## src/pkg/bmfs_pkg.sv

```systemverilog
// constants and types shared by the ballast mode fault sequencer
// How it works
// - preheat moves to strike when the preheat timer comparator reports above 10V
// - over-current tally leads to fault only in preheat and strike
// - an over-current event counts only during bottom gate on-time
// - in strike, more than 25 counted events enter fault, gates latched low
// - in run, one over-current event enters fault at once
// - in run, lamp sense above 3V or below 1V enters fault
// - fault holds all gates low and discharges both timing nodes
// - fault exits to lockout on supply drop or shutdown above 5.2V
// - lockout goes to preheat when supply is good and shutdown below 5.0V
// - bus sense below 3.0V discharges supply and latches gates low
// - strike ramps half-bridge frequency smoothly from preheat to run value
// - boost gate turns on again only after zero inductor current seen
// - lockout holds both half-bridge gates low and grounds timing nodes
// - oscillation starts with a bottom gate pulse
// - gates alternate with dead time between pulses, at equal on-times except while the strike ramp runs
package bmfs_pkg;
    typedef enum logic [2:0] {
        BMFS_LOCKOUT = 3'h0,
        BMFS_WARM    = 3'h1,
        BMFS_STRIKE  = 3'h2,
        BMFS_RUN     = 3'h3,
        BMFS_FAULT   = 3'h4
    } bmfs_state_e;

    localparam int BMFS_FAULT_LIMIT = 25;
    localparam int BMFS_CNT_W = 7;
    localparam int BMFS_PER_W = 12;
    // half periods, dead time, ramp step and boost on-time in clock cycles (40 MHz)
    localparam logic [11:0] BMFS_WARM_HALF = 12'h050;
    localparam logic [11:0] BMFS_RUN_HALF = 12'h0C8;
    localparam logic [11:0] BMFS_DEAD_CYC = 12'h010;
    localparam logic [11:0] BMFS_RAMP_STEP = 12'h001;
    localparam logic [11:0] BMFS_BOOST_ON = 12'h064;
    localparam int BMFS_NFLAGS = 11;
endpackage

```

## src/pkg/bmfs_sync_if.sv

```systemverilog
// carries raw and synchronised comparator flags
`timescale 1ns/1ps
interface bmfs_sync_if #(parameter int N = 11);
    logic [N-1:0] raw;
    logic [N-1:0] sync;
    modport sync_side (input raw, output sync);
    modport user (output raw, input sync);
endinterface

```

## src/hdl/bmfs_sync.sv

```systemverilog
// two-stage synchroniser for comparator flags
`timescale 1ns/1ps
module bmfs_sync #(
    parameter int N = 11
) (
    input wire logic clock,
    input wire logic sys_rst,
    bmfs_sync_if.sync_side flags
);
    logic [N-1:0] meta_ff;
    logic [N-1:0] sync_ff;

    always_ff @(posedge clock) begin
        if (sys_rst) begin
            meta_ff <= '0;
            sync_ff <= '0;
        end else begin
            meta_ff <= flags.raw;
            sync_ff <= meta_ff;
        end
    end

    assign flags.sync = sync_ff;
endmodule

```

## src/hdl/bmfs_osc.sv

```systemverilog
// half-bridge oscillator: alternating gates with dead time and ramp
`timescale 1ns/1ps
module bmfs_osc
    import bmfs_pkg::*;
(
    input wire logic clock,
    input wire logic sys_rst,
    input wire logic run_en,
    input wire logic ramp_en,
    output logic hi_on,
    output logic lo_on,
    output logic lo_window
);
    logic [BMFS_PER_W-1:0] half_ff;
    logic [BMFS_PER_W-1:0] cnt_ff;
    logic dead_ff;
    logic side_ff;

    // frequency creeps one step per clock from preheat to run half period;
    // a phase in progress stretches with it, so no runt pulse appears
    always_ff @(posedge clock) begin
        if (sys_rst || !run_en) begin
            half_ff <= BMFS_WARM_HALF;
        end else if (ramp_en && half_ff < BMFS_RUN_HALF) begin
            half_ff <= half_ff + BMFS_RAMP_STEP;
        end
    end

    always_ff @(posedge clock) begin
        if (sys_rst || !run_en) begin
            cnt_ff <= '0;
            dead_ff <= 1'b0;
            side_ff <= 1'b0;
        end else if (dead_ff) begin
            if (cnt_ff >= BMFS_DEAD_CYC - 12'h001) begin
                cnt_ff <= '0;
                dead_ff <= 1'b0;
            end else begin
                cnt_ff <= cnt_ff + 12'h001;
            end
        end else if (cnt_ff >= half_ff - 12'h001) begin
            cnt_ff <= '0;
            dead_ff <= 1'b1;
            side_ff <= ~side_ff;
        end else begin
            cnt_ff <= cnt_ff + 12'h001;
        end
    end

    assign lo_on = run_en && !dead_ff && !side_ff;
    assign hi_on = run_en && !dead_ff && side_ff;
    assign lo_window = lo_on;
endmodule

```

## src/hdl/bmfs_top.sv

```systemverilog
// ballast mode fault sequencer top
`timescale 1ns/1ps
module bmfs_top
    import bmfs_pkg::*;
#(
    parameter int FAULT_LIMIT = BMFS_FAULT_LIMIT
) (
    input wire logic clock,
    input wire logic sys_rst,
    input wire logic supply_on_ok,
    input wire logic supply_off_low,
    input wire logic preheat_above_10v,
    input wire logic current_sense_over,
    input wire logic lamp_sense_above_3v,
    input wire logic lamp_sense_below_1v,
    input wire logic shutdown_above_5v2,
    input wire logic shutdown_below_5v0,
    input wire logic bus_sense_below_3v,
    input wire logic zero_current_seen,
    input wire logic spare_flag,
    output logic high_side_gate,
    output logic bottom_switch_gate,
    output logic boost_switch_gate,
    output logic preheat_timer_node_discharge,
    output logic oscillator_timing_node_discharge,
    output logic supply_discharge,
    output bmfs_pkg::bmfs_state_e state_out
);
    import bmfs_pkg::*;

    bmfs_sync_if #(.N(BMFS_NFLAGS)) flags ();

    assign flags.raw = {spare_flag, zero_current_seen, bus_sense_below_3v,
        shutdown_below_5v0, shutdown_above_5v2, lamp_sense_below_1v,
        lamp_sense_above_3v, current_sense_over, preheat_above_10v,
        supply_off_low, supply_on_ok};

    bmfs_sync #(.N(BMFS_NFLAGS)) u_sync (
        .clock(clock),
        .sys_rst(sys_rst),
        .flags(flags)
    );

    logic s_on_ok;
    logic s_off_low;
    logic s_ph10;
    logic s_cs;
    logic s_ls_hi;
    logic s_ls_lo;
    logic s_sd_hi;
    logic s_sd_lo;
    logic s_bus_low;
    logic s_zx;

    // synchronised flags only, never the raw pins
    assign s_on_ok = flags.sync[0];
    assign s_off_low = flags.sync[1];
    assign s_ph10 = flags.sync[2];
    assign s_cs = flags.sync[3];
    assign s_ls_hi = flags.sync[4];
    assign s_ls_lo = flags.sync[5];
    assign s_sd_hi = flags.sync[6];
    assign s_sd_lo = flags.sync[7];
    assign s_bus_low = flags.sync[8];
    assign s_zx = flags.sync[9];

    // ********************************************************
    // state
    // ********************************************************
    bmfs_state_e state_ff;
    bmfs_state_e nxt_state;
    logic cs_prev_ff;
    logic [BMFS_CNT_W-1:0] ocnt_ff;
    logic bus_latch_ff;
    logic osc_en;
    logic hi_on;
    logic lo_on;
    logic lo_win;
    logic cs_edge;
    logic cs_counted;
    logic ramp_done;
    logic [BMFS_PER_W-1:0] ramp_cnt_ff;

    assign cs_edge = s_cs && !cs_prev_ff;
    assign cs_counted = cs_edge && lo_win;

    always_comb begin
        nxt_state = state_ff;
        unique case (state_ff)
            BMFS_LOCKOUT: begin
                if (s_on_ok && s_sd_lo && !bus_latch_ff) begin
                    nxt_state = BMFS_WARM;
                end
            end
            BMFS_WARM: begin
                if (cs_counted && ocnt_ff >= BMFS_CNT_W'(FAULT_LIMIT)) begin
                    nxt_state = BMFS_FAULT;
                end else if (s_ph10) begin
                    nxt_state = BMFS_STRIKE;
                end
            end
            BMFS_STRIKE: begin
                if (cs_counted && ocnt_ff >= BMFS_CNT_W'(FAULT_LIMIT)) begin
                    nxt_state = BMFS_FAULT;
                // no lamp-lit input: strike ends when the ramp timer expires
                end else if (ramp_done) begin
                    nxt_state = BMFS_RUN;
                end
            end
            BMFS_RUN: begin
                if (cs_edge || s_ls_hi || s_ls_lo) begin
                    nxt_state = BMFS_FAULT;
                end
            end
            BMFS_FAULT: begin
                if (s_off_low || s_sd_hi) begin
                    nxt_state = BMFS_LOCKOUT;
                end
            end
            default: nxt_state = BMFS_FAULT;
        endcase
        // supply low or shutdown forces lockout from any state; a set bus latch overrides it with fault
        if (state_ff != BMFS_LOCKOUT && (s_off_low || s_sd_hi)) begin
            nxt_state = BMFS_LOCKOUT;
        end
        if (bus_latch_ff && state_ff != BMFS_LOCKOUT) begin
            nxt_state = BMFS_FAULT;
        end
    end

    // strike lasts long enough for the frequency ramp to reach run value
    assign ramp_done = ramp_cnt_ff == (BMFS_RUN_HALF - BMFS_WARM_HALF)
        * 12'h002 + BMFS_RUN_HALF;

    always_ff @(posedge clock) begin
        if (sys_rst || state_ff != BMFS_STRIKE) begin
            ramp_cnt_ff <= '0;
        end else if (!ramp_done) begin
            ramp_cnt_ff <= ramp_cnt_ff + 12'h001;
        end
    end

    always_ff @(posedge clock) begin
        if (sys_rst) begin
            state_ff <= BMFS_LOCKOUT;
        end else begin
            state_ff <= nxt_state;
        end
    end

    // ********************************************************
    // over-current tally
    // ********************************************************
    always_ff @(posedge clock) begin
        if (sys_rst) begin
            cs_prev_ff <= 1'b0;
        end else begin
            cs_prev_ff <= s_cs;
        end
    end

    always_ff @(posedge clock) begin
        if (sys_rst || state_ff == BMFS_LOCKOUT) begin
            ocnt_ff <= '0;
        end else if ((state_ff == BMFS_WARM || state_ff == BMFS_STRIKE)
                && cs_counted && ocnt_ff != '1) begin
            ocnt_ff <= ocnt_ff + 7'h01;
        end
    end

    // ********************************************************
    // bus undervoltage latch: held until supply recycles
    // ********************************************************
    always_ff @(posedge clock) begin
        if (sys_rst) begin
            bus_latch_ff <= 1'b0;
        end else if (s_bus_low && state_ff != BMFS_LOCKOUT) begin
            bus_latch_ff <= 1'b1;
        end else if (s_off_low) begin
            bus_latch_ff <= 1'b0;
        end
    end

    // ********************************************************
    // oscillator and boost gate
    // ********************************************************
    assign osc_en = (state_ff == BMFS_WARM || state_ff == BMFS_STRIKE
        || state_ff == BMFS_RUN) && !bus_latch_ff;

    bmfs_osc u_osc (
        .clock(clock),
        .sys_rst(sys_rst),
        .run_en(osc_en),
        .ramp_en(state_ff == BMFS_STRIKE),
        .hi_on(hi_on),
        .lo_on(lo_on),
        .lo_window(lo_win)
    );

    logic boost_on_ff;
    logic armed_ff;
    logic boost_last;
    logic [BMFS_PER_W-1:0] bcnt_ff;

    assign boost_last = bcnt_ff >= BMFS_BOOST_ON - 12'h001;

    // fixed on-time counter, idle at zero while the gate is off
    always_ff @(posedge clock) begin
        if (sys_rst || !osc_en || !boost_on_ff || boost_last) begin
            bcnt_ff <= '0;
        end else begin
            bcnt_ff <= bcnt_ff + 12'h001;
        end
    end

    // a new pulse starts only once armed
    always_ff @(posedge clock) begin
        if (sys_rst || !osc_en) begin
            boost_on_ff <= 1'b0;
        end else if (boost_on_ff) begin
            boost_on_ff <= !boost_last;
        end else if (armed_ff) begin
            boost_on_ff <= 1'b1;
        end
    end

    // the first pulse after enable needs no zero-current proof, since
    // the inductor starts empty; later ones wait for the zero flag
    always_ff @(posedge clock) begin
        if (sys_rst || !osc_en) begin
            armed_ff <= 1'b1;
        end else if (boost_on_ff && boost_last) begin
            armed_ff <= 1'b0;
        end else if (!boost_on_ff && s_zx) begin
            armed_ff <= 1'b1;
        end
    end

    // ********************************************************
    // registered outputs
    // ********************************************************
    // half-bridge gates drop on the edge the state moves, so no pulse leaks into
    // fault or lockout while the oscillator is being stopped
    always_ff @(posedge clock) begin
        if (sys_rst) begin
            high_side_gate <= 1'b0;
        end else begin
            high_side_gate <= hi_on && nxt_state == state_ff;
        end
    end

    always_ff @(posedge clock) begin
        if (sys_rst) begin
            bottom_switch_gate <= 1'b0;
        end else begin
            bottom_switch_gate <= lo_on && nxt_state == state_ff;
        end
    end

    always_ff @(posedge clock) begin
        if (sys_rst) begin
            boost_switch_gate <= 1'b0;
        end else begin
            boost_switch_gate <= boost_on_ff && osc_en;
        end
    end

    // timing nodes stay grounded whenever the oscillator is stopped
    always_ff @(posedge clock) begin
        if (sys_rst) begin
            preheat_timer_node_discharge <= 1'b1;
        end else begin
            preheat_timer_node_discharge <= !osc_en;
        end
    end

    always_ff @(posedge clock) begin
        if (sys_rst) begin
            oscillator_timing_node_discharge <= 1'b1;
        end else begin
            oscillator_timing_node_discharge <= !osc_en;
        end
    end

    always_ff @(posedge clock) begin
        if (sys_rst) begin
            supply_discharge <= 1'b0;
        end else begin
            supply_discharge <= bus_latch_ff && !s_off_low;
        end
    end

    // state_out trails the state by one clock, like every output but the half-bridge gates, which drop on the edge the state moves
    always_ff @(posedge clock) begin
        if (sys_rst) begin
            state_out <= BMFS_LOCKOUT;
        end else begin
            state_out <= state_ff;
        end
    end
endmodule

```

## config.mk

```make
export PLATFORM = sky130hd
export DESIGN_NAME = bmfs_top
export DESIGN_NICKNAME = d
export VERILOG_FILES = /design/src/pkg/bmfs_pkg.sv /design/src/pkg/bmfs_sync_if.sv /design/src/hdl/bmfs_sync.sv /design/src/hdl/bmfs_osc.sv /design/src/hdl/bmfs_top.sv
export SDC_FILE = /design/constraint.sdc
export NUM_CORES = 1
export LEC_CHECK = 0
export BUFFER_PORTS_ARGS = -buffer_cell sky130_fd_sc_hd__buf_2
export CORE_AREA = 5 5 110 112
export CTS_BUF_LIST = sky130_fd_sc_hd__clkbuf_8
export DETAILED_ROUTE_END_ITERATION = 8
export DIE_AREA = 0 0 115 117
export GPL_ROUTABILITY_DRIVEN = 0
export PLACE_DENSITY = 0.56
export SLEW_MARGIN = 20
export SYNTH_ARGS = -nofsm -noshare
export SYNTH_HDL_FRONTEND = slang
export SYNTH_SLANG_ARGS = --single-unit
```

## constraint.sdc

```tcl
create_clock -name clock -period 2.45 [get_ports clock]
set_input_delay 0.1225 -clock clock [delete_from_list [all_inputs] [get_ports clock]]
set_output_delay 0.1225 -clock clock [all_outputs]
set_load 0.1 [all_outputs]
```

==> results.py <==
metrics = {
    "pwr": {
        "power.density_mw_per_mm2": 522,
        "ir_drop_mv": 0.278,
        "p_leak_nw": 1.91,
    },
    "logic_synthesis": {
        "synthAdderAreaFrac_pct": 6.27,
        "synthCells": 429,
        "synth.most_common_cell": "dfxtp_1",
        "synth_xor_area_share_pct": 9.66,
        "synth-seq-cells": 92,
        "synth_top_family_by_area": "simple AND/OR/NAND/NOR gates",
        "synthSimpleGateAreaFrac_pct": 26.5,
        "muxShareOfSynthArea_pct": 1.00,
        "synth_area_mm2": 0.00399,
        "ys.flop_type": "dfxtp_1",
        "synth_top_area_share_pct": 46.2,
        "synthTopCellsByArea": "dfxtp_1, ha_1, xor2_1",
        "synth.distinct_cells": 54,
        "synth_compound_area_share_pct": 7.65,
        "async_reset_ff_share_pct": 0,
        "synth-edff-count": 0,
        "yosys.area.top_type": "dfxtp_1",
        "syn_area_per_cell_um2": 9.30,
        "synthTopCellsByCount": "dfxtp_1, nor2_1, nor2b_1",
        "synth-seq-area-share_pct": 46.2,
        "ys_warn_count": 0,
    },
    "placed_design": {
        "dpl.hpwl_um": 5290,
        "place_worst_setup_slack_ns": -0.139,
        "port_buffers": 20,
    },
    "setup_path": {
        "start_kind": "flop",
        "cp_data_required_time_ns": 2.75,
        "crit_fanout": 5,
        "path_class": "reg2reg",
        "worstPathArrival_ns": 2.76,
        "cp-end-kind": "flop",
    },
    "sta": {
        "rsz0062_at_grt": "true",
        "layout_setup_ws_ns": -0.00739,
        "whs_ns": 0.190,
        "finalCritPeriodShare_pct": 100,
        "setup-tns-final_ns": -0.00980,
        "max_freq_mhz": 407,
        "worst_pin_slew_ns": 0.600,
        "fin_skew_ns": 0.0103,
        "hold_violations": 0,
        "timing.final.crit_period_ns": 2.46,
        "max_slew_margin_pct": 59.6,
        "final_max_slew_viol_count": 0,
        "setup_viol": 2,
    },
    "cts": {
        "clock-sinks": 92,
        "path_clk_slew_ns": 0.10,
        "clockBufferDepth": 2,
        "htree_levels": 3,
        "root_buffer": "clkbuf_8",
        "clk_latency_ns": 0.36,
        "cts_tree": "done",
        "cts_made_buffers": 9,
    },
    "grt": {
        "grt-busiest-layer": "met2",
        "grtUsageTotal_pct": 11.5,
        "grt_use_met2_pct": 19.6,
        "grt.met3_usage_pct": 3.14,
        "grtUsageMet1_pct": 14.2,
        "overflow": 0,
        "grt_max_degree": 31,
        "grt_pass1_wl_um": 12700,
        "grt_pass1_vias": 2891,
        "antenna_found_initial": 0,
    },
    "min_path": {
        "hold_path.class": "in2reg",
    },
    "cells_and_area": {
        "antenna_cells": 0,
        "fill_cells": 1092,
        "drive_above_1_share_pct": 22.0,
        "final_nets": 515,
        "synthToLayoutAreaGrowth_pct": 22.5,
        "fin_util_pct": 43.9,
    },
    "routing": {
        "wl_per_cell_um": 11.8,
        "route.vias.total": 2996,
        "drt_iter0_markers": 84,
        "vias_per_cell": 4.76,
        "wl_um": 7460,
        "first_pass_iters": 4,
        "drc": 0,
        "postRouteAntennaNets": 0,
    },
    "die": {
        "core_area_mm2": 0.0111,
        "die_w_um": 115,
        "rows": 39,
        "die_h_um": 117,
        "io-pin-count": 22,
        "die_area_mm2": 0.0135,
        "start_util_pct": 35.9,
    },
    "run_status": {
        "violations": "setup timing",
        "status": "finished, violations left",
    },
    "flow_run": {
        "max_cap_violations": 0,
    },
}
==> per-layer routing <==
| metal | vias to the layer above | wire (µm) |
|---|---|---|
| li1 | 1562 | - |
| met1 | 1397 | 3460 |
| met2 | 31 | 3710 |
| met3 | 6 | 207 |
| met4 | 0 | 78 |
| met5 | - | 0 |
==> layout by cell type, fill, tap and decap left out, drive strengths merged, types with 4 or more instances in the layout <==
cell type / n
xor2: 25
mux2i: 4
nand2b: 8
nand4: 8
nand3b: 4
inv: 14
o21ai: 9
xnor2: 19
dfxtp: 92
nor3: 6
clkbuf: 9
and3: 16
a21oi: 18
dlygate4sd3: 10
ha: 20
nor4: 7
nand2: 22
nor2: 58
buf: 45
conb: 5
nand3: 15
nor2b: 27
and2: 8
or4: 4
==> area by class of cell <==
type | instances | area, µm² | share of cell area (%)
clock buffers | 9 | 124 | 2.53
clock inverters | 7 | 65.1 | 1.33
well taps | 143 | 179 | 3.66
multi-input cells | 315 | 2240 | 45.9
flip-flops and latches | 92 | 1850 | 37.8
repair buffers | 55 | 395 | 8.09
inverters | 9 | 36.3 | 0.742
==> logic make-up (layout without fill, tap and decap cells) <==
group,after synthesis,after routing
other,1,5
AO/OA/AOI/OAI,46,46
adder cells (fa/ha/maj),20,20
AND/OR/NAND/NOR,195,196
XOR/XNOR,44,44
flip-flops,92,92
buffers and inverters,27,80
multiplexers,4,4
==> flip-flops by register name, summed over array words and instances, names as in the netlist <==
register and flops:
bottom_switch_gate 1, bus_latch_ff 1, u_sync.flags.sync 10, state_out 3, u_osc.dead_ff 1, armed_ff 1, boost_switch_gate 1, u_osc.half_ff 12
oscillator_timing_node_discharge 1, u_osc.side_ff 1, bcnt_ff 12, u_osc.cnt_ff 12, ocnt_ff 7, state_ff 3, cs_prev_ff 1, ramp_cnt_ff 12
supply_discharge 1, boost_on_ff 1, u_sync.meta_ff 10, high_side_gate 1
==> worst max-delay path, cell delays in order, from the launching register on <==
cell       delay, ns
dfxtp_2         0.35
inv_2           0.08
ha_4            0.15
nand2b_4        0.05
nor4_2          0.12
buf_4           0.16
nand3b_1        0.08
xor2_1          0.17
ha_1            0.29
nand4_1         0.17
nor2_1          0.09
o2bb2ai_2       0.15
a21oi_2         0.17
buf_6           0.16
nand2_8         0.08
nor2_2          0.12
==> where the power goes <==
group          internal [mW]  total (mW)  switching [mW]
logic                 0.0322      0.0583          0.0260
clock network          0.396       0.975           0.579
registers               1.51        1.52         0.00689
==> metrics by stage <==
stage          power, mW  instances  instance area, µm²
2_1_floorplan       1.59        433                4010
3_3_place_gp        1.60        599                4370
3_5_place_dp        1.60        599                4370
4_1_cts             2.59        627                4740
5_1_grt             2.66        630                4890
6_report            2.55        630                4890
==> repair_timing <==
item,4_1_cts,5_1_grt
pin swaps,5,16
endpoints found under the hold margin,10,0
cloned,0,1
gates resized for setup,14,35
hold buffers,10,0
buffers inserted,2,2
setup endpoints to repair,12,19
==> final timing paths <==
kind | start | cells after the start | slack (ns) | to
max | u_osc.half_ff[0] | 15 | -0.007 | u_osc.cnt_ff[5]
min | sys_rst | 4 | 0.19 | u_osc.half_ff[6]
max reg2reg | u_osc.half_ff[0] | 15 | -0.007 | u_osc.cnt_ff[5]
min reg2reg | u_sync.flags.sync[8] | 1 | 0.43 | bus_latch_ff
Note: power is estimated with default switching activity, not from simulation.
